## src/rtl/shared_ram_arb_pkg.sv

```systemverilog
// Package: offsets, status layout, timing constants and carriers for the shared RAM arbiter
package shared_ram_arb_pkg;

  // Host I/O offsets relative to the module base address
  localparam logic [4:0] OFS_POINTER   = 5'h00;
  localparam logic [4:0] OFS_WORD      = 5'h01;
  localparam logic [4:0] OFS_WORD_INC  = 5'h02;
  localparam logic [4:0] OFS_BYTE      = 5'h03;
  localparam logic [4:0] OFS_BYTE_INC  = 5'h04;
  localparam logic [4:0] OFS_TIMEOUT   = 5'h08;
  localparam logic [4:0] OFS_CONFIG    = 5'h0C;
  localparam logic [4:0] OFS_LOCK      = 5'h18;
  localparam logic [4:0] OFS_STATUS    = 5'h19;

  // Lock request codes written at the lock offset
  localparam logic [7:0] LOCK_NONE     = 8'h00;
  localparam logic [7:0] LOCK_READ     = 8'h01;
  localparam logic [7:0] LOCK_WRITE    = 8'h02;

  // Field positions
  localparam int CFG_MODE_BIT          = 5;
  localparam int ST_TIMEOUT            = 0;
  localparam int ST_READ_LOCK          = 1;
  localparam int ST_WRITE_LOCK         = 2;
  localparam int ST_CTRL_REQ           = 3;
  localparam int ST_CTRL_SEL_N         = 4;
  localparam int ST_GRANT_N            = 5;
  localparam int ST_CONFLICT           = 6;

  // Reset values
  localparam logic [13:0] POINTER_RST  = 14'h0000;
  localparam logic [15:0] RELOAD_RST   = 16'h0000;
  localparam logic [15:0] COUNTER_RST  = 16'hFFFF;
  localparam logic [7:0]  CONFIG_RST   = 8'h00;

  // Pointer steps after auto-increment
  localparam logic [13:0] STEP_WORD    = 14'h0002;
  localparam logic [13:0] STEP_BYTE    = 14'h0001;

  // Timeout tick: 16-bit count spans about 0.65 s
  localparam int CLK_PERIOD_NS         = 100;
  localparam int TICK_NS               = 10000;
  localparam int TICK_CYCLES           = TICK_NS / CLK_PERIOD_NS;
  localparam logic [7:0] TICK_LAST     = 8'(TICK_CYCLES - 1);

  // Host access sequencer, one-hot
  typedef enum logic [3:0] {
    ACC_IDLE  = 4'b0001,
    ACC_STALL = 4'b0010,
    ACC_RAM   = 4'b0100,
    ACC_DATA  = 4'b1000
  } acc_state_type;

  // Shared RAM port toward the memory
  typedef struct packed {
    logic        en;
    logic        we;
    logic [1:0]  be;
    logic [12:0] addr;
    logic [15:0] wdata;
  } ram_port_type;

  // Latched host request
  typedef struct packed {
    logic        is_write;
    logic        is_byte;
    logic        inc;
    logic [15:0] wdata;
  } host_req_type;

endpackage

```

## src/rtl/shared_ram_consistency_arbiter.sv

```systemverilog
// Shared RAM access and lock arbitration between the host board and the protocol controller
`timescale 1ns/10ps

// Summary of operation
// 14-bit pointer addresses shared RAM
// pointer bit 0 picks low/high byte
// word access ignores pointer bit 0
// I/O offset selects byte or word width
// offset selects auto-increment, 2 or 1
// pointer range 0000h to 3FFFh
// pointer loaded at offset 00h first
// host lock request precedes RAM access
// status read at lock offset ends lock
// controller wins when both request
// host stalled while controller holds lock
// controller request and grant readable
// grant held during valid host lock
// controller stalled while host lock active
// host ends lock within 80 us
// timeout mode timer aborts host lock
// status returns seven lock state flags
// timeout sets expired flag, data invalid
// 16-bit reload written at offset 08h
// host picks timeout from FIFO size
// interrupt mode sets conflict flag only
// config bit 5 selects conflict mode
// reset clears registers, counter all ones
// write 01h/02h requests read/write lock
// write 00h clears error, unblocks RAM
// auto-increment wraps within 14 bits
module shared_ram_consistency_arbiter
  import shared_ram_arb_pkg::*;
(
  input  wire logic        clk,
  input  wire logic        rst_n,
  input  wire logic        ce,
  input  wire logic [4:0]  io_addr,
  input  wire logic [15:0] io_wdata,
  input  wire logic        io_rd,
  input  wire logic        io_wr,
  output logic [15:0]      io_rdata,
  output logic             io_rdata_valid,
  output logic             host_side_ready,
  output logic             host_select_n,
  input  wire logic        controller_lock_request,
  output logic             controller_side_ready,
  output logic             controller_ram_select_n,
  output logic             lock_grant_n,
  output ram_port_type     ram,
  input  wire logic [15:0] ram_rdata
);

  ////////////////////////////////////////////////////////////////////////////
  // State

  typedef struct packed {
    acc_state_type acc;
    host_req_type  req;
    ram_port_type  ram;
    logic [13:0]   pointer;
    logic [15:0]   reload;
    logic [15:0]   counter;
    logic [7:0]    tick;
    logic [7:0]    config_reg;
    logic          read_lock;
    logic          write_lock;
    logic          granted;
    logic          ctrl_owns;
    logic          ctrl_req_d;
    logic          timer_run;
    logic          timed_out;
    logic          conflict;
    logic          blocked;
    logic [15:0]   rdata;
    logic          rvalid;
    logic          ready;
    logic          select_n;
    logic          ctrl_ready;
    logic          ctrl_sel_n;
  } state_type;

  state_type cur;
  state_type next_cur;

  logic        host_lock;
  logic        ram_offset;
  logic        ram_free;
  logic [7:0]  status_byte;
  logic [13:0] step;
  logic        ctrl_rise;
  logic        expire;

  ////////////////////////////////////////////////////////////////////////////
  // Helper terms

  // Host lock is any of the two lock kinds
  assign host_lock  = cur.read_lock | cur.write_lock;
  // Width and increment come from the offset alone, never the pointer
  assign ram_offset = (io_addr == OFS_WORD) || (io_addr == OFS_WORD_INC) ||
                      (io_addr == OFS_BYTE) || (io_addr == OFS_BYTE_INC);
  // Host may touch the RAM only when the controller neither owns it nor takes it this cycle
  assign ram_free   = !cur.ctrl_owns && !(controller_lock_request && !cur.granted);
  // Controller request edge seen while the host holds the grant
  assign ctrl_rise  = controller_lock_request && !cur.ctrl_req_d && cur.granted;
  // Last tick of the last count: the host lock is aborted
  assign expire     = cur.timer_run && host_lock && (cur.tick == TICK_LAST) && (cur.counter == 16'h0000);
  assign step       = cur.req.is_byte ? STEP_BYTE : STEP_WORD;

  // Status layout shared by both status offsets
  always_comb begin
    status_byte                = 8'h00;
    status_byte[ST_TIMEOUT]    = cur.timed_out;
    status_byte[ST_READ_LOCK]  = cur.read_lock;
    status_byte[ST_WRITE_LOCK] = cur.write_lock;
    status_byte[ST_CTRL_REQ]   = controller_lock_request;
    status_byte[ST_CTRL_SEL_N] = cur.ctrl_sel_n;
    status_byte[ST_GRANT_N]    = !cur.granted;
    status_byte[ST_CONFLICT]   = cur.conflict;
  end

  ////////////////////////////////////////////////////////////////////////////
  // Next state

  always_comb begin
    next_cur            = cur;
    next_cur.rvalid     = 1'b0;
    next_cur.ram.en     = 1'b0;
    next_cur.ram.we     = 1'b0;
    next_cur.ctrl_req_d = controller_lock_request;

    // Controller ownership: it takes the RAM whenever the host is not granted
    if (!controller_lock_request) begin
      next_cur.ctrl_owns = 1'b0;
    end else if (!cur.granted) begin
      next_cur.ctrl_owns = 1'b1;
    end

    // Grant: only when no controller request is pending, held until lock ends
    if (!host_lock) begin
      next_cur.granted = 1'b0;
    end else if (!cur.ctrl_owns && !controller_lock_request) begin
      next_cur.granted = 1'b1;
    end

    // Controller event while host holds the grant
    if (controller_lock_request && !cur.ctrl_req_d && cur.granted) begin
      if (cur.config_reg[CFG_MODE_BIT]) begin
        next_cur.conflict = 1'b1;                                             // see R21
      end else begin
        next_cur.timer_run = 1'b1;                                            // see R16
        next_cur.counter   = cur.reload;
        next_cur.tick      = 8'h00;
      end
    end

    // Timeout countdown in ticks of ten microseconds
    if (cur.timer_run) begin
      if (!host_lock) begin
        next_cur.timer_run = 1'b0;
      end else if (cur.tick == TICK_LAST) begin
        next_cur.tick = 8'h00;
        if (cur.counter == 16'h0000) begin
          // Abort: deselect host, drop lock, block RAM until error cleared
          next_cur.timer_run  = 1'b0;
          next_cur.timed_out  = 1'b1;
          next_cur.read_lock  = 1'b0;
          next_cur.write_lock = 1'b0;
          next_cur.granted    = 1'b0;
          next_cur.blocked    = 1'b1;
        end else begin
          next_cur.counter = cur.counter - 16'h0001;
        end
      end else begin
        next_cur.tick = cur.tick + 8'h01;
      end
    end

    // Register side of the host bus
    case (cur.acc)
      ACC_IDLE: begin
        if (io_wr && !ram_offset) begin
          next_cur.rvalid = 1'b1;
          case (io_addr)
            OFS_POINTER: next_cur.pointer = io_wdata[13:0];                   // see R1
            OFS_TIMEOUT: next_cur.reload  = io_wdata;
            OFS_CONFIG:  next_cur.config_reg = io_wdata[7:0];
            OFS_LOCK: begin
              // Any lock write clears the conflict flag; code 00h clears the error
              next_cur.conflict = 1'b0;
              if (io_wdata[7:0] == LOCK_READ) begin
                next_cur.read_lock  = !cur.blocked;                           // see R24
                next_cur.write_lock = 1'b0;
              end else if (io_wdata[7:0] == LOCK_WRITE) begin
                next_cur.write_lock = !cur.blocked;
                next_cur.read_lock  = 1'b0;
              end else if (io_wdata[7:0] == LOCK_NONE) begin
                next_cur.read_lock  = 1'b0;
                next_cur.write_lock = 1'b0;
                next_cur.timed_out  = 1'b0;
                next_cur.blocked    = 1'b0;
              end
            end
            default: ;
          endcase
        end else if (io_rd && !ram_offset) begin
          next_cur.rvalid = 1'b1;
          next_cur.rdata  = 16'h0000;
          case (io_addr)
            OFS_STATUS: next_cur.rdata = {8'h00, status_byte};
            OFS_CONFIG: next_cur.rdata = {8'h00, cur.config_reg};
            OFS_LOCK: begin
              // Ending read: status shows the state before the lock drops
              next_cur.rdata      = {8'h00, status_byte};                     // see R9
              next_cur.read_lock  = 1'b0;
              next_cur.write_lock = 1'b0;
            end
            default: ;
          endcase
        end else if ((io_rd || io_wr) && ram_offset) begin
          next_cur.req.is_write = io_wr;
          next_cur.req.is_byte  = (io_addr == OFS_BYTE) || (io_addr == OFS_BYTE_INC);
          next_cur.req.inc      = (io_addr == OFS_WORD_INC) || (io_addr == OFS_BYTE_INC);
          next_cur.req.wdata    = io_wdata;
          next_cur.ready        = 1'b0;
          next_cur.acc          = ACC_STALL;
        end
      end
      ACC_STALL: begin
        if (cur.blocked) begin
          // Refused after timeout: no RAM cycle, reads return zero
          next_cur.rdata  = 16'h0000;
          next_cur.rvalid = 1'b1;
          next_cur.ready  = 1'b1;
          next_cur.acc    = ACC_IDLE;
        end else if (ram_free) begin
          next_cur.ram.en    = 1'b1;
          next_cur.ram.we    = cur.req.is_write;
          next_cur.ram.addr  = cur.pointer[13:1];
          next_cur.ram.wdata = cur.req.wdata;
          // Word access ignores bit 0; byte access uses it as lane select
          if (cur.req.is_byte) begin
            next_cur.ram.be = cur.pointer[0] ? 2'b10 : 2'b01;
          end else begin
            next_cur.ram.be = 2'b11;
          end
          next_cur.acc = ACC_RAM;
        end
      end
      ACC_RAM: begin
        next_cur.acc = ACC_DATA;
      end
      ACC_DATA: begin
        if (!cur.req.is_write) begin
          next_cur.rdata = ram_rdata & {{8{cur.ram.be[1]}}, {8{cur.ram.be[0]}}};
        end
        if (cur.req.inc) begin
          next_cur.pointer = cur.pointer + step;
        end
        next_cur.rvalid = 1'b1;
        next_cur.ready  = 1'b1;
        next_cur.acc    = ACC_IDLE;
      end
      default: begin
        next_cur.acc   = ACC_IDLE;
        next_cur.ready = 1'b1;
      end
    endcase

    // Set and clear in one cycle: the set wins, and an abort beats a lock write
    if (ctrl_rise && cur.config_reg[CFG_MODE_BIT]) begin
      next_cur.conflict = 1'b1;
    end
    if (expire) begin
      next_cur.read_lock  = 1'b0;
      next_cur.write_lock = 1'b0;
      next_cur.granted    = 1'b0;
      next_cur.timed_out  = 1'b1;
      next_cur.blocked    = 1'b1;
    end

    // Pin-side views, registered
    next_cur.select_n   = next_cur.blocked;
    next_cur.ctrl_ready = !(next_cur.granted && controller_lock_request);
    next_cur.ctrl_sel_n = !next_cur.ctrl_owns;
  end

  ////////////////////////////////////////////////////////////////////////////
  // Registers

  // Synchronous reset; clock enable freezes everything
  always_ff @(posedge clk) begin
    if (!rst_n) begin
      cur            <= '0;
      cur.acc        <= ACC_IDLE;
      cur.pointer    <= POINTER_RST;
      cur.reload     <= RELOAD_RST;
      cur.counter    <= COUNTER_RST;
      cur.config_reg <= CONFIG_RST;
      cur.ready      <= 1'b1;
      cur.select_n   <= 1'b0;
      cur.ctrl_ready <= 1'b1;
      cur.ctrl_sel_n <= 1'b1;
    end else if (ce) begin
      cur <= next_cur;
    end
  end

  ////////////////////////////////////////////////////////////////////////////
  // Outputs, straight from the state register

  assign io_rdata                = cur.rdata;
  assign io_rdata_valid          = cur.rvalid;
  assign host_side_ready         = cur.ready;
  assign host_select_n           = cur.select_n;
  assign controller_side_ready   = cur.ctrl_ready;
  assign controller_ram_select_n = cur.ctrl_sel_n;
  assign lock_grant_n            = !cur.granted;
  assign ram                     = cur.ram;

endmodule

```

## config.mk

```make
export PLATFORM = sky130hd
export DESIGN_NAME = shared_ram_consistency_arbiter
export DESIGN_NICKNAME = d
export VERILOG_FILES = /design/src/rtl/shared_ram_arb_pkg.sv /design/src/rtl/shared_ram_consistency_arbiter.sv
export SDC_FILE = /design/constraint.sdc
export NUM_CORES = 1
export LEC_CHECK = 0
export CAP_MARGIN = 20
export CELL_PAD_IN_SITES_DETAIL_PLACEMENT = 0
export CELL_PAD_IN_SITES_GLOBAL_PLACEMENT = 1
export CORE_ASPECT_RATIO = 0.7
export CORE_MARGIN = 2
export CORE_UTILIZATION = 43
export DETAILED_ROUTE_END_ITERATION = 8
export DONT_BUFFER_PORTS = 1
export GPL_TIMING_DRIVEN = 1
export PLACE_DENSITY = 0.78
export SKIP_LAST_GASP = 1
export SLEW_MARGIN = 20
export SYNTH_ARGS = -nofsm -noshare
export SYNTH_HDL_FRONTEND = slang
export SYNTH_SLANG_ARGS = --single-unit
```

## constraint.sdc

```tcl
create_clock -name clk -period 1.86 [get_ports clk]
set_input_delay 0.093 -clock clk [delete_from_list [all_inputs] [get_ports clk]]
set_output_delay 0.093 -clock clk [all_outputs]
set_load 0.01 [all_outputs]
```

[Word-level counts from Yosys, hierarchy flattened]
Cells that the tools add are included.
W data, S select, Z words.
Storage, ports and cells
  flip-flop bits (word level): 147
  output and inout port bits: 55
Cells by class
  add/subtract/negate cells: 3
  equal/unequal tests: 25
  muxes and demuxes: 77
  bitwise logic cells: 6
  reduce and logical (&&, ||, !) cells: 42
Operator list (count)
  $mux W33: 3
  $mux W24: 4
  $mux W16: 5
  $mux W23: 3
  $pmux W17 S3: 1
  $mux W30: 1
  $mux W14: 2
  $mux W2: 14
  $pmux W14 S2: 1
  $mux W1: 27
  $mux W3: 8
  $mux W18: 1
  $mux W17: 1
  $and A16 B16 Y16: 1
  $logic_not A16 Y1: 1
  $ne A2 B2 Y1 const B: 8
  $pmux W8 S2: 1
  $sub A16 B1 Y16 const B: 1
  $reduce_and A5 Y1: 3
  $add A14 B2 Y14: 1
  $logic_and A1 B1 Y1: 13
  $pmux W4 S3: 1
  $reduce_and A4 Y1: 3
  $reduce_and A6 Y1: 2
  other kinds (27): 47

[Depth between registers and ports, before layout]
Gate-level depths: netlist (run 1).
  word-level depth: 17
  gate-level depth with buffers: 9
  depth with buffers taken out: 7

[Worst setup path before layout (run 1)]
No wires, ideal clock.
  kind: register -> register
  start: register cur[142] in the netlist's numbering
  end: register cur[90] in the netlist's numbering
  arrival time: 1844 ps
  path slack: -119 ps
  stages on the path, launching flop included: 8
  period minus slack after synthesis: 1979 ps
  path through: dfxtp_1 -> ha_1 -> fa_1 -> and4_1 -> and4_1 -> a31o_2 -> a21oi_1 -> nor3_2
On the way
  cells in the longest elaborated chain, start to end: 4
RTL lines
  start: declaration: line shared_ram_consistency_arbiter.sv:82  | state_type cur;
  start signal: assignment: line shared_ram_consistency_arbiter.sv:304  | cur <= next_cur;
  $mux W2: line shared_ram_consistency_arbiter.sv:107  | assign step = cur.req.is_byte ? STEP_BYTE : STEP_WORD;
  $add A14 B2 Y14: line shared_ram_consistency_arbiter.sv:257  | next_cur.pointer = cur.pointer + step;
  $mux W14: line shared_ram_consistency_arbiter.sv:256  | if (cur.req.inc) begin
  $pmux W14 S2: line shared_ram_consistency_arbiter.sv:179  | case (cur.acc)
Every way passes these cells. The select of a mux whose other input is x is not followed.
A chain may end at the register's enable or synchronous reset.

[Worst setup path in the final report (run 1)]
  start: register cur[47] in the netlist's numbering
  end: register cur[59] in the netlist's numbering
On the way
  cells in the longest elaborated chain, start to end: 5
  elaborated cells on any way between the ends: 6
  classes of those cells: 1 x add/sub; 4 x mux; 1 x reduce/logical
RTL lines
  $sub A16 B1 Y16 / $logic_not A16 Y1 (equally long branches): line shared_ram_consistency_arbiter.sv:171, shared_ram_consistency_arbiter.sv:162
  $mux W16 *: line shared_ram_consistency_arbiter.sv:162  | if (cur.counter == 16'h0000) begin
  $mux W16 *: line shared_ram_consistency_arbiter.sv:160  | end else if (cur.tick == TICK_LAST) begin
  $mux W24 *: line shared_ram_consistency_arbiter.sv:158  | if (!host_lock) begin
  $mux W24 *: line shared_ram_consistency_arbiter.sv:157  | if (cur.timer_run) begin
Every way passes the cells marked *; elsewhere a longest branch is shown, timed or not.

==> results of run 1 <==
cell usage in the layout, fill, tap and decap left out, types with 4 or more instances in the layout:
cell type / Yosys / routed
nor3_2: 7 / 8
nand3b_1: 4 / 4
a211oi_1: 16 / 10
clkbuf_16: 0 / 17
nor2_4: 1 / 5
a21oi_2: 1 / 5
a21oi_1: 102 / 96
nand2_1: 151 / 150
o21ai_0: 35 / 29
a31oi_1: 19 / 18
a21o_1: 4 / 4
buf_12: 0 / 7
nand4_1: 14 / 14
o21ai_1: 27 / 31
o31ai_1: 4 / 4
dfxtp_1: 147 / 138
a221oi_1: 6 / 4
nor4_1: 9 / 7
clkinvlp_4: 0 / 6
inv_1: 12 / 11
o211ai_1: 10 / 10
nor2_1: 49 / 46
a211oi_2: 0 / 6
mux2i_1: 7 / 7
buf_4: 55 / 106
a32oi_1: 8 / 8
inv_6: 0 / 5
nand3_1: 55 / 54
dfxtp_2: 0 / 8
dlygate4sd3_1: 0 / 45
and3_1: 5 / 5
o2111ai_1: 4 / 4
nor3_1: 14 / 12
or3_1: 7 / 5
nand2b_1: 6 / 6
synthesized netlist by cell type (all sizes together) (6+ instances only):
cell | instances | area share, %
nor3 | 21 | 1.9
a31oi | 20 | 1.8
clkbuf | 31 | 1.6
a32oi | 8 | 0.94
nand2b | 6 | 0.50
nand4 | 15 | 1.3
mux2i | 7 | 0.94
nand3 | 57 | 4.0
inv | 13 | 0.65
or3 | 8 | 0.74
dfxtp | 147 | 39
nand2 | 151 | 7.6
o211ai | 10 | 1.0
nor2 | 53 | 2.9
a221oi | 6 | 0.70
nor4 | 12 | 1.3
a211oi | 16 | 1.6
buf | 83 | 7.5
ha | 7 | 1.2
a21oi | 103 | 7.0
o21ai | 63 | 4.4
nor4b | 7 | 1.2
routing by layer:
layer	routed length (µm)	part of all wire, %	vias to the layer above	GRT usage (%)
li1	-	-	3478	-
met2	9870	40	357	34.93
met4	343	1.4	2	5.774
met3	2637	11	31	6.447
met1	11550	47	3444	38.14
met5	13	0.053	-	0
registers in the layout, indices dropped and copies added, names as in the netlist:
name	cells
io_rdata_valid	1
host_select_n	1
io_rdata	16
controller_side_ready	1
host_side_ready	1
controller_ram_select_n	1
cur	93
ram	33
how the worst max path moves through the flow:
stage	startpoint	end	slack, ns	depth (start not counted)
final	cur[47]$_SDFFE_PN1P_	cur[59]$_SDFFE_PN1P_	-0.03	7
after global routing	cur[47]$_SDFFE_PN1P_	cur[59]$_SDFFE_PN1P_	-0.10	7
after CTS	cur[46]$_SDFFE_PN1P_	cur[29]$_SDFFE_PN0P_	-0.06	8
after detailed placement	cur[142]$_SDFFE_PN0P_	cur[90]$_SDFFE_PN0P_	-0.10	7
after global placement	cur[52]$_SDFFE_PN1P_	cur[53]$_SDFFE_PN1P_	-0.04	7
after floorplan	cur[142]$_SDFFE_PN0P_	cur[90]$_SDFFE_PN0P_	-0.08	7
cell type report:
cell class,count,area share (%)
inverter,14,0.5547
sequential,147,31.21
timing repair buffer,162,15.28
antenna,1,0.02642
tap,231,3.051
clock buffer,19,4.676
multi-input combinational,658,43.89
clock inverter,13,1.308
cell families after synthesis:
group | Yosys count
simple gates | 371
compound gates | 266
flops | 147
buf+inv | 128
mux | 8
fa+ha+maj | 8
xor+xnor | 3
what timing repair did:
item,4_1_cts,5_1_grt
cloned,0,2
endpoints found under the hold margin,102,24
endpoints found under the setup margin,23,66
gates resized for setup,17,68
pin swaps,4,26
buffers inserted,1,10
hold buffers,45,1
stage by stage:
step | worst slack (ns) | hold slack (ns) | cell area [µm²]
global route | -0.1048 | -0.2438 | 9473
CTS | -0.06104 | -0.2428 | 9061
finish | -0.02549 | -0.2340 | 9473
floorplan | -0.08141 | 0.2256 | 7465
global placement | -0.03837 | 0.1745 | 7949
detailed placement | -0.1023 | 0.1757 | 7949
power by group:
| part | switching, mW | total [mW] | internal, mW |
|---|---|---|---|
| clock | 1.46 | 3.35 | 1.90 |
| sequential | 0.0537 | 3.25 | 3.20 |
| combinational | 0.347 | 0.612 | 0.265 |
| total | 1.86 | 7.22 | 5.36 |
==> qor.yml, run 1 <==
yosys.cell_types.count: 83
cts_tree: "built"
vdd_drop_max_v: 0.0004801
htree_levels: 4
hold_violations: 17
detail_route.iter0.violations: 730
layout-drive-gt1-share_pct: 24.19
synthFlopType: "dfxtp_1"
fp.dieH_um: 114.2
cp_slowest_cell: "or4_4"
dp_cells: 1153
avgSynthCellArea_um2: 8.008
fmax_ghz: 0.5304
crit_fanout: 4
cts.sinks: 147
synth_compound_area_share_pct: 22.18
ant_nets: 0
async_flop_share_pct: 0
grt_max_degree: 91
nNetsFinal: 1051
max_cap_viol_count: 0
grt_pass1_wl_um: 36110
total_power_mw: 7.217
cts-buffers-inserted: 17
port_buffers: 0
synthMuxAreaShare_pct: 1.091
finalCritPeriodShare_pct: 101.4
core_mm2: 0.01707
start_kind: "flop"
power.density_mw_per_mm2: 761.8
wl_per_cell_um: 19.61
violations: "hold timing, setup timing"
ys_seq_area_share_pct: 39.47
tightest_slew_ns: 0.6809
drt-total-wl_um: 24420
regArea_mm2: 0.002957
critPathMaxStageDelay_ns: 0.55
timing.rr.end: "cur[59]$_SDFFE_PN1P_"
setup_violations: 1
cp_top_family: "simple AND/OR/NAND/NOR gates"
fillCellCount: 1528
via_per_inst: 5.873
slew_headroom_pct: 54.41
synthSimpleGateAreaFrac_pct: 25.71
cts-root-buf: "clkbuf_16"
syn-num-nets: 982
clock_latency_ns: 0.42
tns_ns: -0.02549
power.leakage_nw: 3.348
r2r-start: "cur[47]$_SDFFE_PN1P_"
yosysWarnings: 0
grt_overflow: 0
gp_congestion: 0.8484
netlist_area_mm2: 0.007456
status: "finished with violations"
crit_chain: "buf_6 > or4_4 > nor4b_4 > buf_4 > nand2_2 > mux2_4 > o21ai_2"
cts_buffer_depth: 2
period_needed_ns: 1.885
hpwl_um: 15540
synth_adder_area_share_pct: 1.443
hold_class: "in -> reg"
multiInputGateArea_mm2: 0.004158
grt_pass1_vias: 6491
hp-start: "ce"
vias: 7312
first_pass_iters: 8
required_ns: 2.21
ys_ff_latch: 147
stdcell_count: 1245
fin_hold_ws_ns: -0.2340
whs_endpoint: "io_rdata_valid$_SDFFE_PN0P_"
setup.worst_path.class: "reg -> reg"
path_clk_slew_ns: 0.06
die_x_um: 161.4
pin_count: 98
synth-edff-count: 0
syn_to_final_growth_pct: 27.05
grt_antenna_before_repair: 2
end_kind: "flop"
clock_skew_ns: 0.01060
grtUsageTotal_pct: 25.03
start_util_pct: 43.69
synth_cells: 931
utilization_pct: 55.51
synthXorXnorAreaFrac_pct: 0.3524
synth_top_family_by_area: "simple AND/OR/NAND/NOR gates"
fin_ws_ns: -0.02549
hold_path_depth: 1
cp_data_arrival_time_ns: 2.24
drv_slew: 0
regToRegSetupSlack_ns: -0.03
rsz0062_at_grt: "yes"
drc: 0
fp-row-count: 40
r2r_cells: 7
crit_buf_inv: 2
dieArea_mm2: 0.01843
(Power assumes the default switching activity.)
==> run 2, diff against run 1 <==
Settings changed: SETUP_SLACK_MARGIN set to 0.1.
==> run 2 against run 1 <==
  * The flow finishes with violations (setup timing)
  * Global-route usage rose by 1.5 points
  * Via count rose by 1.3%
  * Setup slack got worse by 0.010 ns
  * Clock skew rose by 0.0018 ns
  * Clock power rose by 7.2%
  * First-iteration DRC count rose by 23%
  * Largest cell class unchanged
==> qor.yml, run 2 (synthesized netlist as in run 1, its figures left out) <==
status: "finished with violations"
fp-row-count: 40  # unchanged
end_kind: "flop"
switching_share_pct: 25.34  # -0.38 points
fin_ws_ns: -0.03594  # -0.01045 ns
required_ns: 2.21  # about the same
path_clk_slew_ns: 0.06  # about the same
drt-total-wl_um: 25620  # +4.9%
max_cap_viol_count: 0  # unchanged
start_util_pct: 43.69  # unchanged
first_pass_iters: 6  # -2
p_int_mw: 5.612  # +4.7%
dpl_cell_area_mm2: 0.007966  # +0.22%
port_buffers: 0  # unchanged
fp.dieH_um: 114.2  # unchanged
nNetsFinal: 1055  # +0.38%
gp_congestion: 0.8431  # -0.62%
grtUsageMet1_pct: 40.66  # +2.5 points
setup.worst_path.class: "reg -> reg"
power.leakage_nw: 3.512  # +4.9%
grt_pass1_wl_um: 37780  # +4.6%
grtUsageMet3_pct: 7.787  # +1.3 points
p_sw_mw: 1.905  # +2.6%
seq_power_share_pct: 43.3  # -1.8 points
start_kind: "flop"
p_comb_share_pct: 8.9  # +0.4 points
final_common_cell: "nand2_1"
ant_nets: 0  # unchanged
regMostFlops: "cur"
slew_headroom_pct: 37.81  # -17 points
power.density_mw_per_mm2: 761.8  # about the same
period_needed_ns: 1.896  # +0.01045 ns
pin_count: 98  # unchanged
clock_skew_ns: 0.01242  # +0.001821 ns
final_area_mm2: 0.009867  # +4.2%
crit_fanout: 7  # +3
dieArea_mm2: 0.01843  # unchanged
hold_class: "in -> reg"
n_antenna_cell: 0  # -1
detail_route.iter0.violations: 898  # +23%
finalCritPeriodShare_pct: 101.9  # +0.56 points
violations: "setup timing"
rsz0062_at_grt: "yes"
die_x_um: 161.4  # unchanged
via_per_inst: 5.938  # +1.1%
core_mm2: 0.01707  # unchanged
grt_pass1_vias: 6674  # +2.8%
cts.sinks: 147  # unchanged
hold_violations: 0  # -17
cp_data_arrival_time_ns: 2.25  # about the same
total_power_mw: 7.517  # +4.2%
grt_overflow: 0  # unchanged
vdd_drop_max_v: 0.0005469  # +14%
regToRegSetupSlack_ns: -0.04  # about the same
grt_max_degree: 91  # unchanged
cts-root-buf: "clkbuf_16"
clock_latency_ns: 0.42  # about the same
htree_levels: 4  # unchanged
fillCellCount: 1487  # -2.7%
wl_per_cell_um: 20.53  # +4.7%
grtUsageTotal_pct: 26.49  # +1.5 points
grt.busiest_layer: "met1"
tightest_slew_ns: 0.9298  # +0.2489 ns
setup_violations: 7  # +6
layout-drive-gt1-share_pct: 27.43  # +3.2 points
clockPowerShare_pct: 47.8  # +1.4 points
vias: 7410  # +1.3%
drv_slew: 0  # unchanged
hpwl_um: 15510  # -0.15%
drc: 0  # unchanged
cts-buffers-inserted: 17  # unchanged
syn_to_final_growth_pct: 32.34
globalRouteMet2Util_pct: 35.27  # +0.34 points
cts_tree: "built"
fmax_ghz: 0.5274  # -0.55%
grt_antenna_before_repair: 0  # -2
final_cell_mix: "nand2_1 (151), dfxtp_1 (135), a21oi_1 (90), buf_4 (90), nand3_1 (51)"
cts_buffer_depth: 2  # unchanged
largest_register_ffs: 93  # unchanged
-- run 2: critical path: stages (launching register included) --
cell,delay (ns)
dfxtp_4,0.36
or4b_4,0.60
a21oi_4,0.18
or2_4,0.16
buf_12,0.11
clkbuf_4,0.21
o211ai_1,0.11
o21ai_1,0.09
-- run 2: stage by stage --
stage	setup TNS, ns	util, %	hold slack [ns]	worst slack (ns)	instances
floorplan	0	-	0.2256	0.04695	931
global placement	-0.3278	46.68	0.1739	-0.1101	1148
detailed placement	-0.8279	46.68	0.1801	-0.1486	1148
CTS	-0.009902	55.11	0.001058	-0.009902	1235
global route	-0.6717	57.82	0.02350	-0.09227	1248
finish	-0.1226	57.82	0.01356	-0.03594	1248
-- run 2: layout make-up --
class	count	area, µm²	share of cell area (%)
clock buffers	18	429.2	4.349
clock inverters	14	176.4	1.788
inverters	14	58.81	0.5960
multi-input cells	660	4377	44.36
flip-flops and latches	147	2968	30.08
well taps	231	289.0	2.929
repair buffers	164	1569	15.90
-- run 2: final timing paths --
kind,end,depth (start not counted),start
hold / removal,cur[144]$_SDFFE_PN1P_,2,rst_n
hold reg to reg,ram[7]$_SDFFE_PN0P_,2,cur[132]$_SDFFE_PN0P_
setup reg to reg,cur[91]$_SDFFE_PN0P_,7,cur[145]$_SDFFE_PN0P_
setup / recovery,cur[91]$_SDFFE_PN0P_,7,cur[145]$_SDFFE_PN0P_
-- run 2: routing by layer --
metal	vias up	part of all wire (%)	wire [µm]
met5	-	0	0
met2	371	40	10300
met4	0	1.4	363
li1	3510	-	-
met1	3502	48	12180
met3	27	11	2775
-- run 2: power groups by stage --
stage	combinational [mW]	clock, mW	sequential, mW
after floorplan	0.331	0	3.31
after global placement	0.410	0	3.32
after detailed placement	0.413	0	3.32
after CTS	0.598	3.61	3.25
after global routing	0.712	3.75	3.26
final	0.669	3.59	3.25
-- run 2: what timing repair did --
action | 4_1_cts | 5_1_grt
endpoints found under the hold margin | 102 | 0
resized for setup | 66 | 72
setup buffers | 8 | 11
pin swaps | 27 | 27
gates cloned | 3 | 2
setup endpoints to repair | 59 | 87
hold buffers | 44 | 0
